<file path="config.mk">
export PLATFORM = sky130hd
export DESIGN_NAME = bnk1_sfr_bank
export DESIGN_NICKNAME = d
export VERILOG_FILES = /design/src/hdl/bnk1_pkg.sv /design/src/hdl/bnk1_sfr_bank.sv
export SDC_FILE = /design/constraint.sdc
export NUM_CORES = 1
export LEC_CHECK = 0
export BUFFER_PORTS_ARGS = -buffer_cell sky130_fd_sc_hd__buf_2
export CAP_MARGIN = 10
export CORE_ASPECT_RATIO = 0.6
export CORE_MARGIN = 2
export CORE_UTILIZATION = 58
export CTS_CLUSTER_SIZE = 20
export DETAILED_ROUTE_END_ITERATION = 10
export PLACE_DENSITY = 0.81
export RECOVER_POWER = 100
export SYNTH_ARGS = -nofsm -noshare
export SYNTH_HDL_FRONTEND = slang
export SYNTH_SLANG_ARGS = --single-unit
</file>
<file path="constraint.sdc">
create_clock -name clk -period 10.6 [get_ports clk]
set_input_delay 0.53 -clock clk [delete_from_list [all_inputs] [get_ports clk]]
set_output_delay 0.53 -clock clk [all_outputs]
set_load 0.01 [all_outputs]
</file>
<file path="src/hdl/bnk1_pkg.sv">
// Purpose: constants and types for the bank-one register file
// Assumes: register index = AXI byte address / 4
// Notes: arrays are indexed by the low five index bits
package bnk1_pkg;
  // ---------------------------------------------------------------
  // register indices
  // ---------------------------------------------------------------
  localparam logic [7:0] IDX_INDIRECT = 8'h80;
  localparam logic [7:0] IDX_OPTION = 8'h81;
  localparam logic [7:0] IDX_PCL = 8'h82;
  localparam logic [7:0] IDX_STATUS = 8'h83;
  localparam logic [7:0] IDX_POINTER = 8'h84;
  localparam logic [7:0] IDX_DIR_A = 8'h85;
  localparam logic [7:0] IDX_DIR_B = 8'h86;
  localparam logic [7:0] IDX_DIR_C = 8'h87;
  localparam logic [7:0] IDX_DIR_D = 8'h88;
  localparam logic [7:0] IDX_DIR_E = 8'h89;
  localparam logic [7:0] IDX_PCLATCH = 8'h8a;
  localparam logic [7:0] IDX_INTCTL = 8'h8b;
  localparam logic [7:0] IDX_PIE_ONE = 8'h8c;
  localparam logic [7:0] IDX_PIE_TWO = 8'h8d;
  localparam logic [7:0] IDX_POWER = 8'h8e;
  localparam logic [7:0] IDX_T2PERIOD = 8'h92;
  localparam logic [7:0] IDX_SSP_ADDR = 8'h93;
  localparam logic [7:0] IDX_SSP_STAT = 8'h94;
  localparam logic [7:0] IDX_TX_CTRL = 8'h98;
  localparam logic [7:0] IDX_BAUD = 8'h99;
  localparam logic [2:0] BANK1_TOP = 3'h4;
  localparam int ADDR_W = 10;
  // ---------------------------------------------------------------
  // decode maps, one bit per low index
  // ---------------------------------------------------------------
  localparam logic [31:0] IMPL_MAP = 32'h031C_7FFF;
  localparam logic [31:0] COMMON_MAP = 32'h0000_0C1D;
  // ---------------------------------------------------------------
  // field positions
  // ---------------------------------------------------------------
  localparam int BIT_TO = 4;
  localparam int BIT_IBOV = 5;
  localparam int BIT_IBF = 7;
  localparam int BIT_OBF = 6;
  localparam int BIT_TRMT = 1;
  localparam int BIT_WSTRB0 = 0;
  localparam int PCU_W = 5;
  // ---------------------------------------------------------------
  // per-register masks and values
  // ---------------------------------------------------------------
  // software-writable bits; zero also for unimplemented locations
  localparam logic [7:0] WR_MASK [32] = '{
    8'h00, 8'hff, 8'hff, 8'he7, 8'hff, 8'h3f, 8'hff, 8'hff,
    8'hff, 8'h37, 8'h1f, 8'hff, 8'hff, 8'h01, 8'h03, 8'h00,
    8'h00, 8'h00, 8'hff, 8'hff, 8'h00, 8'h00, 8'h00, 8'h00,
    8'hf5, 8'hff, 8'h00, 8'h00, 8'h00, 8'h00, 8'h00, 8'h00};
  // power-on / brown-out values
  localparam logic [7:0] PWR_VAL [32] = '{
    8'h00, 8'hff, 8'h00, 8'h18, 8'h00, 8'h3f, 8'hff, 8'hff,
    8'hff, 8'h07, 8'h00, 8'h00, 8'h00, 8'h00, 8'h00, 8'h00,
    8'h00, 8'h00, 8'hff, 8'h00, 8'h00, 8'h00, 8'h00, 8'h00,
    8'h00, 8'h00, 8'h00, 8'h00, 8'h00, 8'h00, 8'h00, 8'h00};
  // bits left unchanged by the other resets, except TO, which a watchdog reset clears
  localparam logic [7:0] KEEP_MASK [32] = '{
    8'h00, 8'h00, 8'h00, 8'h1f, 8'hff, 8'h00, 8'h00, 8'h00,
    8'h00, 8'h00, 8'h00, 8'h01, 8'h00, 8'h00, 8'h03, 8'h00,
    8'h00, 8'h00, 8'h00, 8'h00, 8'h00, 8'h00, 8'h00, 8'h00,
    8'h00, 8'h00, 8'h00, 8'h00, 8'h00, 8'h00, 8'h00, 8'h00};
  localparam logic [1:0] RESP_OKAY = 2'h0;
  // ---------------------------------------------------------------
  // types
  // ---------------------------------------------------------------
  typedef struct packed {
    logic [7:0] option;
    logic [7:0] status;
    logic [7:0] pointer;
    logic [7:0] dirA;
    logic [7:0] dirB;
    logic [7:0] dirC;
    logic [7:0] dirD;
    logic [7:0] dirE;
    logic [7:0] pcLatch;
    logic [7:0] intCtl;
    logic [7:0] pieOne;
    logic [7:0] pieTwo;
    logic [7:0] power;
    logic [7:0] t2Period;
    logic [7:0] sspAddr;
    logic [7:0] txCtrl;
    logic [7:0] baud;
  } bnk1_cfg_t;
  typedef enum logic {WR_IDLE, WR_RESP} bnk1_wr_t;
  typedef enum logic {RD_IDLE, RD_DATA} bnk1_rd_t;
endpackage : bnk1_pkg

</file>
<file path="src/hdl/bnk1_sfr_bank.sv">
// Purpose: bank-one special register file behind an AXI4-Lite slave
// Assumes: resets other than power-on arrive as one-cycle pulses
// Notes: all registers answer OKAY; byte lane 0 carries the data
//
// Added by the designer: the AXI4-Lite interface to the registers.
`timescale 1ns/1ps
`default_nettype none
module bnk1_sfr_bank (
  input wire logic clk,
  input wire logic rst,
  input wire logic extResetPulse,
  input wire logic wdtResetPulse,
  input wire logic pcLoad,
  input wire logic [7:0] indirRdData,
  input wire logic pspInFull,
  input wire logic pspOutFull,
  input wire logic pspOverflowEvt,
  input wire logic [5:0] sspStatusIn,
  input wire logic txShiftEmpty,
  input wire logic [bnk1_pkg::ADDR_W-1:0] s_axi_awaddr,
  input wire logic s_axi_awvalid,
  output logic s_axi_awready,
  input wire logic [31:0] s_axi_wdata,
  input wire logic [3:0] s_axi_wstrb,
  input wire logic s_axi_wvalid,
  output logic s_axi_wready,
  output logic [1:0] s_axi_bresp,
  output logic s_axi_bvalid,
  input wire logic s_axi_bready,
  input wire logic [bnk1_pkg::ADDR_W-1:0] s_axi_araddr,
  input wire logic s_axi_arvalid,
  output logic s_axi_arready,
  output logic [31:0] s_axi_rdata,
  output logic [1:0] s_axi_rresp,
  output logic s_axi_rvalid,
  input wire logic s_axi_rready,
  output bnk1_pkg::bnk1_cfg_t cfg,
  output logic [bnk1_pkg::PCU_W-1:0] pcUpper,
  output logic indirWrStrobe,
  output logic [7:0] indirWrData
);
  // ---------------------------------------------------------------
  // address decode
  // ---------------------------------------------------------------
  // returns {hit, low index}; bank-zero alias only for common registers
  function automatic logic [5:0] mapAddr(input logic [bnk1_pkg::ADDR_W-1:0] a);
    logic [7:0] idx;
    logic hit;
    idx = a[bnk1_pkg::ADDR_W-1:2];
    hit = 1'b0;
    if (idx[7:5] == bnk1_pkg::BANK1_TOP) begin
      hit = bnk1_pkg::IMPL_MAP[idx[4:0]];
    end else if (idx[7:5] == 3'h0) begin
      hit = bnk1_pkg::COMMON_MAP[idx[4:0]];
    end
    return {hit, idx[4:0]};
  endfunction : mapAddr

  logic [7:0] mem_reg [32];
  logic [7:0] memNext [32];
  logic [bnk1_pkg::PCU_W-1:0] pcUpper_reg;
  logic [bnk1_pkg::PCU_W-1:0] pcUpper_next;
  logic indirWr_reg;
  logic indirWr_next;
  logic [7:0] indirData_reg;
  logic [7:0] indirData_next;

  // ---------------------------------------------------------------
  // write channel
  // ---------------------------------------------------------------
  bnk1_pkg::bnk1_wr_t wrState_reg;
  bnk1_pkg::bnk1_wr_t wrState_next;
  logic awHave_reg;
  logic awHave_next;
  logic wHave_reg;
  logic wHave_next;
  logic [bnk1_pkg::ADDR_W-1:0] awAddr_reg;
  logic [bnk1_pkg::ADDR_W-1:0] awAddr_next;
  logic [7:0] wData_reg;
  logic [7:0] wData_next;
  logic wLane_reg;
  logic wLane_next;
  logic doWrite;
  logic [5:0] wMap;

  assign s_axi_awready = !awHave_reg && (wrState_reg == bnk1_pkg::WR_IDLE);
  assign s_axi_wready = !wHave_reg && (wrState_reg == bnk1_pkg::WR_IDLE);
  assign s_axi_bvalid = (wrState_reg == bnk1_pkg::WR_RESP);
  assign s_axi_bresp = bnk1_pkg::RESP_OKAY;
  assign doWrite = awHave_reg && wHave_reg;
  assign wMap = mapAddr(awAddr_reg);

  always_comb begin
    wrState_next = wrState_reg;
    awHave_next = awHave_reg;
    wHave_next = wHave_reg;
    awAddr_next = awAddr_reg;
    wData_next = wData_reg;
    wLane_next = wLane_reg;
    case (wrState_reg)
      bnk1_pkg::WR_IDLE: begin
        if (s_axi_awvalid && s_axi_awready) begin
          awHave_next = 1'b1;
          awAddr_next = s_axi_awaddr;
        end
        if (s_axi_wvalid && s_axi_wready) begin
          wHave_next = 1'b1;
          wData_next = s_axi_wdata[7:0];
          wLane_next = s_axi_wstrb[bnk1_pkg::BIT_WSTRB0];
        end
        if (doWrite) begin
          awHave_next = 1'b0;
          wHave_next = 1'b0;
          wrState_next = bnk1_pkg::WR_RESP;
        end
      end
      bnk1_pkg::WR_RESP: begin
        if (s_axi_bready) begin
          wrState_next = bnk1_pkg::WR_IDLE;
        end
      end
      default: begin
        wrState_next = bnk1_pkg::WR_IDLE;
      end
    endcase
  end

  always_ff @(posedge clk or posedge rst) begin
    if (rst) begin
      wrState_reg <= bnk1_pkg::WR_IDLE;
      awHave_reg <= 1'b0;
      wHave_reg <= 1'b0;
      awAddr_reg <= '0;
      wData_reg <= 8'h00;
      wLane_reg <= 1'b0;
    end else begin
      wrState_reg <= wrState_next;
      awHave_reg <= awHave_next;
      wHave_reg <= wHave_next;
      awAddr_reg <= awAddr_next;
      wData_reg <= wData_next;
      wLane_reg <= wLane_next;
    end
  end

  // ---------------------------------------------------------------
  // register file
  // ---------------------------------------------------------------
  logic swWr;
  logic [4:0] wIdx;
  logic otherRst;

  assign wIdx = wMap[4:0];
  assign swWr = doWrite && wMap[5] && wLane_reg;
  assign otherRst = extResetPulse || wdtResetPulse;

  always_comb begin
    memNext = mem_reg;
    pcUpper_next = pcUpper_reg;
    indirWr_next = 1'b0;
    indirData_next = indirData_reg;
    if (otherRst) begin
      for (int i = 0; i < 32; i++) begin
        memNext[i] = (mem_reg[i] & bnk1_pkg::KEEP_MASK[i])
                   | (bnk1_pkg::PWR_VAL[i] & ~bnk1_pkg::KEEP_MASK[i]);
      end
      // watchdog time-out shows in the status word; pin reset leaves it
      if (wdtResetPulse) begin
        memNext[bnk1_pkg::IDX_STATUS[4:0]][bnk1_pkg::BIT_TO] = 1'b0;
      end
      pcUpper_next = '0;
    end else begin
      if (swWr) begin
        // masked merge keeps absent bits at zero
        memNext[wIdx] = (mem_reg[wIdx] & ~bnk1_pkg::WR_MASK[wIdx])
                      | (wData_reg & bnk1_pkg::WR_MASK[wIdx]);
        if (wIdx == bnk1_pkg::IDX_INDIRECT[4:0]) begin
          indirWr_next = 1'b1;
          indirData_next = wData_reg;
        end
      end
      // upper counter bits come only from the latch, never from the bus
      if (pcLoad || (swWr && wIdx == bnk1_pkg::IDX_PCL[4:0])) begin
        pcUpper_next = mem_reg[bnk1_pkg::IDX_PCLATCH[4:0]][bnk1_pkg::PCU_W-1:0];
      end
    end
    // overflow set placed last so it beats a same-cycle clear
    if (pspOverflowEvt) begin
      memNext[bnk1_pkg::IDX_DIR_E[4:0]][bnk1_pkg::BIT_IBOV] = 1'b1;
    end
  end

  for (genvar g = 0; g < 32; g++) begin : gMem
    always_ff @(posedge clk or posedge rst) begin
      if (rst) begin
        mem_reg[g] <= bnk1_pkg::PWR_VAL[g];
      end else begin
        mem_reg[g] <= memNext[g];
      end
    end
  end

  always_ff @(posedge clk or posedge rst) begin
    if (rst) begin
      pcUpper_reg <= '0;
      indirWr_reg <= 1'b0;
      indirData_reg <= 8'h00;
    end else begin
      pcUpper_reg <= pcUpper_next;
      indirWr_reg <= indirWr_next;
      indirData_reg <= indirData_next;
    end
  end

  assign pcUpper = pcUpper_reg;
  assign indirWrStrobe = indirWr_reg;
  assign indirWrData = indirData_reg;

  // ---------------------------------------------------------------
  // read channel
  // ---------------------------------------------------------------
  bnk1_pkg::bnk1_rd_t rdState_reg;
  bnk1_pkg::bnk1_rd_t rdState_next;
  logic [7:0] rData_reg;
  logic [7:0] rData_next;
  logic [5:0] rMap;
  logic [7:0] rVal;
  logic [7:0] rawVal;

  assign rMap = mapAddr(s_axi_araddr);
  assign rawVal = mem_reg[rMap[4:0]];
  assign s_axi_arready = (rdState_reg == bnk1_pkg::RD_IDLE);
  assign s_axi_rvalid = (rdState_reg == bnk1_pkg::RD_DATA);
  assign s_axi_rresp = bnk1_pkg::RESP_OKAY;
  assign s_axi_rdata = {24'h00_0000, rData_reg};

  always_comb begin
    rVal = 8'h00;
    if (rMap[5]) begin
      case (rMap[4:0])
        bnk1_pkg::IDX_INDIRECT[4:0]: begin
          rVal = indirRdData;
        end
        bnk1_pkg::IDX_SSP_STAT[4:0]: begin
          rVal = {2'b00, sspStatusIn};
        end
        bnk1_pkg::IDX_DIR_E[4:0]: begin
          rVal = rawVal;
          rVal[bnk1_pkg::BIT_IBF] = pspInFull;
          rVal[bnk1_pkg::BIT_OBF] = pspOutFull;
        end
        bnk1_pkg::IDX_TX_CTRL[4:0]: begin
          rVal = rawVal;
          rVal[bnk1_pkg::BIT_TRMT] = txShiftEmpty;
        end
        default: begin
          rVal = rawVal;
        end
      endcase
    end
  end

  always_comb begin
    rdState_next = rdState_reg;
    rData_next = rData_reg;
    case (rdState_reg)
      bnk1_pkg::RD_IDLE: begin
        if (s_axi_arvalid) begin
          rData_next = rVal;
          rdState_next = bnk1_pkg::RD_DATA;
        end
      end
      bnk1_pkg::RD_DATA: begin
        if (s_axi_rready) begin
          rdState_next = bnk1_pkg::RD_IDLE;
        end
      end
      default: begin
        rdState_next = bnk1_pkg::RD_IDLE;
      end
    endcase
  end

  always_ff @(posedge clk or posedge rst) begin
    if (rst) begin
      rdState_reg <= bnk1_pkg::RD_IDLE;
      rData_reg <= 8'h00;
    end else begin
      rdState_reg <= rdState_next;
      rData_reg <= rData_next;
    end
  end

  // ---------------------------------------------------------------
  // configuration outputs
  // ---------------------------------------------------------------
  assign cfg.option = mem_reg[bnk1_pkg::IDX_OPTION[4:0]];
  assign cfg.status = mem_reg[bnk1_pkg::IDX_STATUS[4:0]];
  assign cfg.pointer = mem_reg[bnk1_pkg::IDX_POINTER[4:0]];
  assign cfg.dirA = mem_reg[bnk1_pkg::IDX_DIR_A[4:0]];
  assign cfg.dirB = mem_reg[bnk1_pkg::IDX_DIR_B[4:0]];
  assign cfg.dirC = mem_reg[bnk1_pkg::IDX_DIR_C[4:0]];
  assign cfg.dirD = mem_reg[bnk1_pkg::IDX_DIR_D[4:0]];
  assign cfg.dirE = mem_reg[bnk1_pkg::IDX_DIR_E[4:0]];
  assign cfg.pcLatch = mem_reg[bnk1_pkg::IDX_PCLATCH[4:0]];
  assign cfg.intCtl = mem_reg[bnk1_pkg::IDX_INTCTL[4:0]];
  assign cfg.pieOne = mem_reg[bnk1_pkg::IDX_PIE_ONE[4:0]];
  assign cfg.pieTwo = mem_reg[bnk1_pkg::IDX_PIE_TWO[4:0]];
  assign cfg.power = mem_reg[bnk1_pkg::IDX_POWER[4:0]];
  assign cfg.t2Period = mem_reg[bnk1_pkg::IDX_T2PERIOD[4:0]];
  assign cfg.sspAddr = mem_reg[bnk1_pkg::IDX_SSP_ADDR[4:0]];
  assign cfg.txCtrl = mem_reg[bnk1_pkg::IDX_TX_CTRL[4:0]];
  assign cfg.baud = mem_reg[bnk1_pkg::IDX_BAUD[4:0]];
endmodule : bnk1_sfr_bank
`default_nettype wire

</file>
==> flow_summary.html <==
<table>
<tr><th>Metric</th><th>Value</th></tr>
<tr><th colspan="2">Layout</th></tr>
<tr><td>Final std cell area, no fill</td><td>18600 sq um</td></tr>
<tr><td>Layout Cells excl Fill</td><td>2152</td></tr>
<tr><td>Synthesis-to-finish area growth</td><td>4.29%</td></tr>
<tr><td>Combined area of the multi-input logic cells</td><td>8410 sq um</td></tr>
<tr><td>Max FFs per register</td><td>136</td></tr>
<tr><td>Fraction of layout cells with a size suffix above 1</td><td>16.4%</td></tr>
<tr><td>Commonest non-fill, non-tap cell in the layout</td><td>sky130_fd_sc_hd__dfrtp_1</td></tr>
<tr><td>Fill cell instance count of the final layout</td><td>2540</td></tr>
<tr><td>FF+latch area</td><td>7550 sq um</td></tr>
<tr><td>Nets</td><td>1812</td></tr>
<tr><td>N_diodes</td><td>0</td></tr>
<tr><td>Most frequent cells in the layout</td><td>sky130_fd_sc_hd__dfrtp_1, sky130_fd_sc_hd__o21ai_0, sky130_fd_sc_hd__nand3_1</td></tr>
<tr><th colspan="2">Synth</th></tr>
<tr><td>Total number of yosys warnings</td><td>0</td></tr>
<tr><td>Sequential share of the synthesized area</td><td>42.4%</td></tr>
<tr><td>Post-Synthesis Cells</td><td>1728</td></tr>
<tr><td>Number of register bits inferred by synthesis</td><td>299</td></tr>
<tr><td>Avg Inst Size Synth</td><td>10.3 sq um</td></tr>
<tr><td>Fraction of synthesis flops using an asynchronous set or reset pin</td><td>100%</td></tr>
<tr><td>Count of cell types in the netlist</td><td>69</td></tr>
<tr><td>Most used flip-flop cell after synthesis</td><td>sky130_fd_sc_hd__dfrtp_1</td></tr>
<tr><td>Number of synthesized flops with an enable pin</td><td>0</td></tr>
<tr><td>Post-synthesis instance area</td><td>17800 sq um</td></tr>
<tr><th colspan="2">Worst setup path</th></tr>
<tr><td>End of the worst register-to-register path</td><td>cfg[62]$_DFFE_PP0P_</td></tr>
<tr><td>Number of cells on the worst reg-to-reg path</td><td>7</td></tr>
<tr><td>Classification of the worst setup path</td><td>flip-flop to flip-flop</td></tr>
<tr><td>Worst reg-to-reg setup slack</td><td>3.23 ns</td></tr>
<tr><td>CP Launch Type</td><td>flip-flop</td></tr>
<tr><td>Required time worst endpoint</td><td>10.96 ns</td></tr>
<tr><td>Crit Reg-Reg Startpoint</td><td>awAddr_reg[3]$_DFFE_PP0P_</td></tr>
<tr><td>Highest net fanout along the worst path</td><td>46</td></tr>
<tr><td>Critical path capture point type</td><td>flip-flop</td></tr>
<tr><td>Data arrival, critical path</td><td>7.73 ns</td></tr>
<tr><th colspan="2">Power and ir drop</th></tr>
<tr><td>Sequential share of power</td><td>36.6%</td></tr>
<tr><td>Internal power</td><td>2180 uW</td></tr>
<tr><td>Fraction of power consumed by the clock network</td><td>29.1%</td></tr>
<tr><td>Proportion of power drawn by combinational gates</td><td>34.2%</td></tr>
<tr><td>Worst IR Drop VDD</td><td>0.126 mV</td></tr>
<tr><td>Static leakage</td><td>0.00747 uW</td></tr>
<tr><td>Ratio of total power to cell area</td><td>196 nW/um^2</td></tr>
<tr><td>Switching Power</td><td>1460 uW</td></tr>
<tr><td>Switching Share</td><td>40.1%</td></tr>
<tr><th colspan="2">Die</th></tr>
<tr><td>DIE AREA</td><td>32200 sq um</td></tr>
<tr><td>Height of the die</td><td>140 microns</td></tr>
<tr><td>Initial Util</td><td>59.2%</td></tr>
<tr><td>Chip Width</td><td>230 microns</td></tr>
<tr><td>Number of rows created at floorplan</td><td>49</td></tr>
<tr><td>I/O pin count</td><td>275</td></tr>
<tr><td>Placeable core region</td><td>30100 sq um</td></tr>
<tr><th colspan="2">STA</th></tr>
<tr><td>Final setup vio count</td><td>0</td></tr>
<tr><td>Final Critical Period</td><td>7.37 ns</td></tr>
<tr><td>Max-slew violation count</td><td>306</td></tr>
<tr><td>Hold Fails Final Rpt</td><td>0</td></tr>
<tr><td>Layout Skew</td><td>0.0201 ns</td></tr>
<tr><td>Total negative slack</td><td>0 ns</td></tr>
<tr><td>Actual transition at the worst max-transition pin</td><td>4.12 ns</td></tr>
<tr><td>Worst relative slew slack</td><td>-176%</td></tr>
<tr><td>Final critical-path share of the clock period</td><td>69.5%</td></tr>
<tr><td>RSZ-0062 raised after global routing</td><td>false</td></tr>
<tr><td>Final hold slack</td><td>0.119 ns</td></tr>
<tr><td>Maximum frequency from static timing analysis</td><td>136 MHz</td></tr>
<tr><th colspan="2">Clock tree</th></tr>
<tr><td>Clock insertion delay at the later pin of the skew report</td><td>0.59 ns</td></tr>
<tr><td>Number of buffers added by the clock tree synthesis step</td><td>29</td></tr>
<tr><td>Post-CTS Hold Buffers</td><td>0</td></tr>
<tr><td>Post-CTS clock slew at the launch and capture registers of the worst setup and hold paths</td><td>0.07 ns</td></tr>
<tr><td>Number of sinks handled by clock tree synthesis</td><td>299</td></tr>
<tr><td>Number of gates given a new drive strength after cts</td><td>0</td></tr>
<tr><td>Max Buffers Root-to-Sink</td><td>3</td></tr>
<tr><td>Setup Buffers After CTS</td><td>0</td></tr>
<tr><td>Root Buffer</td><td>sky130_fd_sc_hd__clkbuf_16</td></tr>
<tr><td>CTS H-Tree Depth</td><td>1</td></tr>
<tr><td>TritonCTS clock tree</td><td>built</td></tr>
<tr><th colspan="2">Detailed routing</th></tr>
<tr><td>Residual DRC count</td><td>0</td></tr>
<tr><td>Starting DRC count in detailed routing</td><td>2505</td></tr>
<tr><td>Mean routed wirelength per cell</td><td>28.3 microns</td></tr>
<tr><td>DRT antenna net count</td><td>0</td></tr>
<tr><td>Wirelength, routed</td><td>60800 microns</td></tr>
<tr><td>Total number of vias</td><td>15101</td></tr>
<tr><td>Number of detailed-route iterations in the first pass</td><td>8</td></tr>
<tr><td>Via-per-instance ratio</td><td>7.02</td></tr>
<tr><th colspan="2">Global route</th></tr>
<tr><td>Aggregate global-route resource usage</td><td>37.6%</td></tr>
<tr><td>Wire length of the first global-routing pass</td><td>90800 microns</td></tr>
<tr><td>Initial antenna violation count</td><td>2</td></tr>
<tr><td>Final global-route overflow total</td><td>0</td></tr>
<tr><td>Number of global-route vias before repair</td><td>14250</td></tr>
<tr><td>Maximum number of pins on one net before global-route repair</td><td>216</td></tr>
<tr><th colspan="2">Status</th></tr>
<tr><td>Outcome</td><td>complete, but fails checks</td></tr>
<tr><td>Violations in the final reports</td><td>capacitance limit, slew limit</td></tr>
<tr><th colspan="2">Placement</th></tr>
<tr><td>Post-DP Area</td><td>17900 sq um</td></tr>
<tr><td>Gp weighted congestion</td><td>0.976</td></tr>
<tr><td>Count of placed standard cells including taps</td><td>2098</td></tr>
<tr><td>Placed wire-length estimate</td><td>42300 microns</td></tr>
<tr><td>Number of input and output port buffers inserted</td><td>215</td></tr>
<tr><th colspan="2">Hold path</th></tr>
<tr><td>Sink of the worst hold path</td><td>s_axi_bvalid$_DFF_PP0_</td></tr>
<tr><td>Worst Min Path Start</td><td>s_axi_bready</td></tr>
<tr><td>Worst hold path stage count</td><td>2</td></tr>
<tr><td>Worst hold path class</td><td>input port to flip-flop</td></tr>
<tr><th colspan="2">Flow run</th></tr>
<tr><td>Reported max-cap violation count</td><td>8</td></tr>
</table>
cell usage after synthesis, types with 4 or more instances:
master / number / share of area, %
sky130_fd_sc_hd__dfrtp_1: 248 / 35
sky130_fd_sc_hd__o21ai_0: 196 / 5.5
sky130_fd_sc_hd__nand3_1: 174 / 4.9
sky130_fd_sc_hd__buf_4: 167 / 7.0
sky130_fd_sc_hd__mux2i_1: 111 / 6.2
sky130_fd_sc_hd__clkbuf_1: 87 / 1.8
sky130_fd_sc_hd__mux4_2: 84 / 11
sky130_fd_sc_hd__nand2_1: 82 / 1.7
sky130_fd_sc_hd__a21oi_1: 58 / 1.6
sky130_fd_sc_hd__dfstp_2: 51 / 7.5
sky130_fd_sc_hd__nor3_1: 49 / 1.4
sky130_fd_sc_hd__and2_1: 39 / 1.4
sky130_fd_sc_hd__a22oi_1: 37 / 1.6
sky130_fd_sc_hd__nor2_1: 30 / 0.63
sky130_fd_sc_hd__buf_2: 27 / 0.76
sky130_fd_sc_hd__o22ai_1: 26 / 0.91
sky130_fd_sc_hd__mux2_2: 23 / 1.5
sky130_fd_sc_hd__nand4_1: 19 / 0.67
sky130_fd_sc_hd__a31oi_1: 18 / 0.63
sky130_fd_sc_hd__buf_1: 16 / 0.34
sky130_fd_sc_hd__nor2b_1: 15 / 0.53
sky130_fd_sc_hd__inv_1: 12 / 0.25
sky130_fd_sc_hd__buf_6: 10 / 0.63
sky130_fd_sc_hd__nand2b_1: 10 / 0.35
sky130_fd_sc_hd__o211ai_1: 9 / 0.38
sky130_fd_sc_hd__o31ai_1: 8 / 0.34
sky130_fd_sc_hd__and3_1: 7 / 0.25
sky130_fd_sc_hd__ha_1: 7 / 0.49
sky130_fd_sc_hd__and4_1: 6 / 0.30
sky130_fd_sc_hd__nor3b_1: 6 / 0.25
sky130_fd_sc_hd__o221ai_1: 6 / 0.30
sky130_fd_sc_hd__a211oi_1: 5 / 0.21
sky130_fd_sc_hd__o2111a_1: 5 / 0.32
sky130_fd_sc_hd__o2111ai_1: 5 / 0.25
sky130_fd_sc_hd__o21a_1: 5 / 0.21
sky130_fd_sc_hd__o21ai_1: 5 / 0.14
sky130_fd_sc_hd__a21o_1: 4 / 0.17
sky130_fd_sc_hd__a221oi_1: 4 / 0.20
sky130_fd_sc_hd__and3b_1: 4 / 0.20
sky130_fd_sc_hd__o31a_1: 4 / 0.20
sky130_fd_sc_hd__or2_2: 4 / 0.14
per-stage QoR:
step / setup slack, ns / total power (uW) / util (%)
after detailed placement: 6.49 / 2520 / 59.3
after global placement: 6.53 / 2490 / 59.3
after global routing: 3.14 / 3730 / 61.7
after CTS: 6.46 / 3560 / 62.5
final: 3.23 / 3640 / 61.7
after floorplan: 1.89 / 2160 / -
critical path, stage by stage (launching register included):
cell	delay, ns
sky130_fd_sc_hd__dfrtp_1	1.29
sky130_fd_sc_hd__clkbuf_1	2.55
sky130_fd_sc_hd__mux4_2	0.75
sky130_fd_sc_hd__a22oi_1	0.38
sky130_fd_sc_hd__nand4_1	0.20
sky130_fd_sc_hd__nor3b_1	0.18
sky130_fd_sc_hd__a31oi_1	1.43
sky130_fd_sc_hd__o21ai_0	0.34
power groups by stage:
stage	Clock [uW]	Sequential (uW)	Combinational [uW]
2_1_floorplan	0	1250	904
3_3_place_gp	0	1350	1140
3_5_place_dp	0	1350	1160
4_1_cts	1060	1330	1170
5_1_grt	1110	1340	1280
6_report	1060	1330	1250
layer usage:
metal / share of wire, % / wire length (microns) / GRT usage (%)
met4: 3.5 / 2120 / 10.5
met1: 38 / 23400 / 52.6
met2: 41 / 25200 / 52.0
met3: 17 / 10100 / 17.9
met5: 0.018 / 11 / 0
cells by family (layout without fill, tap and decap cells):
| group | after synthesis | after routing | share of synthesized area (%) |
|---|---|---|---|
| AOI/OAI and AO/OA | 420 | 420 | 14.3 |
| xor gates and xnor gates | 2 | 2 | 0.0984 |
| adders and majority gates | 7 | 7 | 0.492 |
| buffers and inverters | 319 | 308 | 10.9 |
| DFF | 299 | 299 | 42.4 |
| muxes | 218 | 218 | 18.3 |
| other | 1 | 28 | 0.0211 |
| and+or+nand+nor | 462 | 462 | 13.5 |
how the worst max path moves through the flow:
stage               slack (ns)  cells past startpoint                       from                   endpoint
floorplan                 1.89                      1                        rst  awAddr_reg[2]$_DFFE_PP0P_
global placement          6.53                      9  awAddr_reg[2]$_DFFE_PP0P_        cfg[13]$_DFFE_PP0P_
detailed placement        6.49                      8  awAddr_reg[2]$_DFFE_PP0P_        cfg[17]$_DFFE_PP0P_
CTS                       6.46                      8  awAddr_reg[2]$_DFFE_PP0P_    mem_reg[76]$_DFFE_PP0P_
global route              3.14                      7  awAddr_reg[3]$_DFFE_PP0P_        cfg[70]$_DFFE_PP0P_
finish                    3.23                      7  awAddr_reg[3]$_DFFE_PP0P_        cfg[62]$_DFFE_PP0P_
final cells by class:
cell class	count	share of cell area, %
multi-input cells	1137	45.3
flip-flops and latches	299	40.6
inverters	12	0.249
clock inverters	14	0.626
clock buffers	40	4.46
well taps	408	2.75
repair buffers	242	5.99
Power figures use the tool's default switching activity.
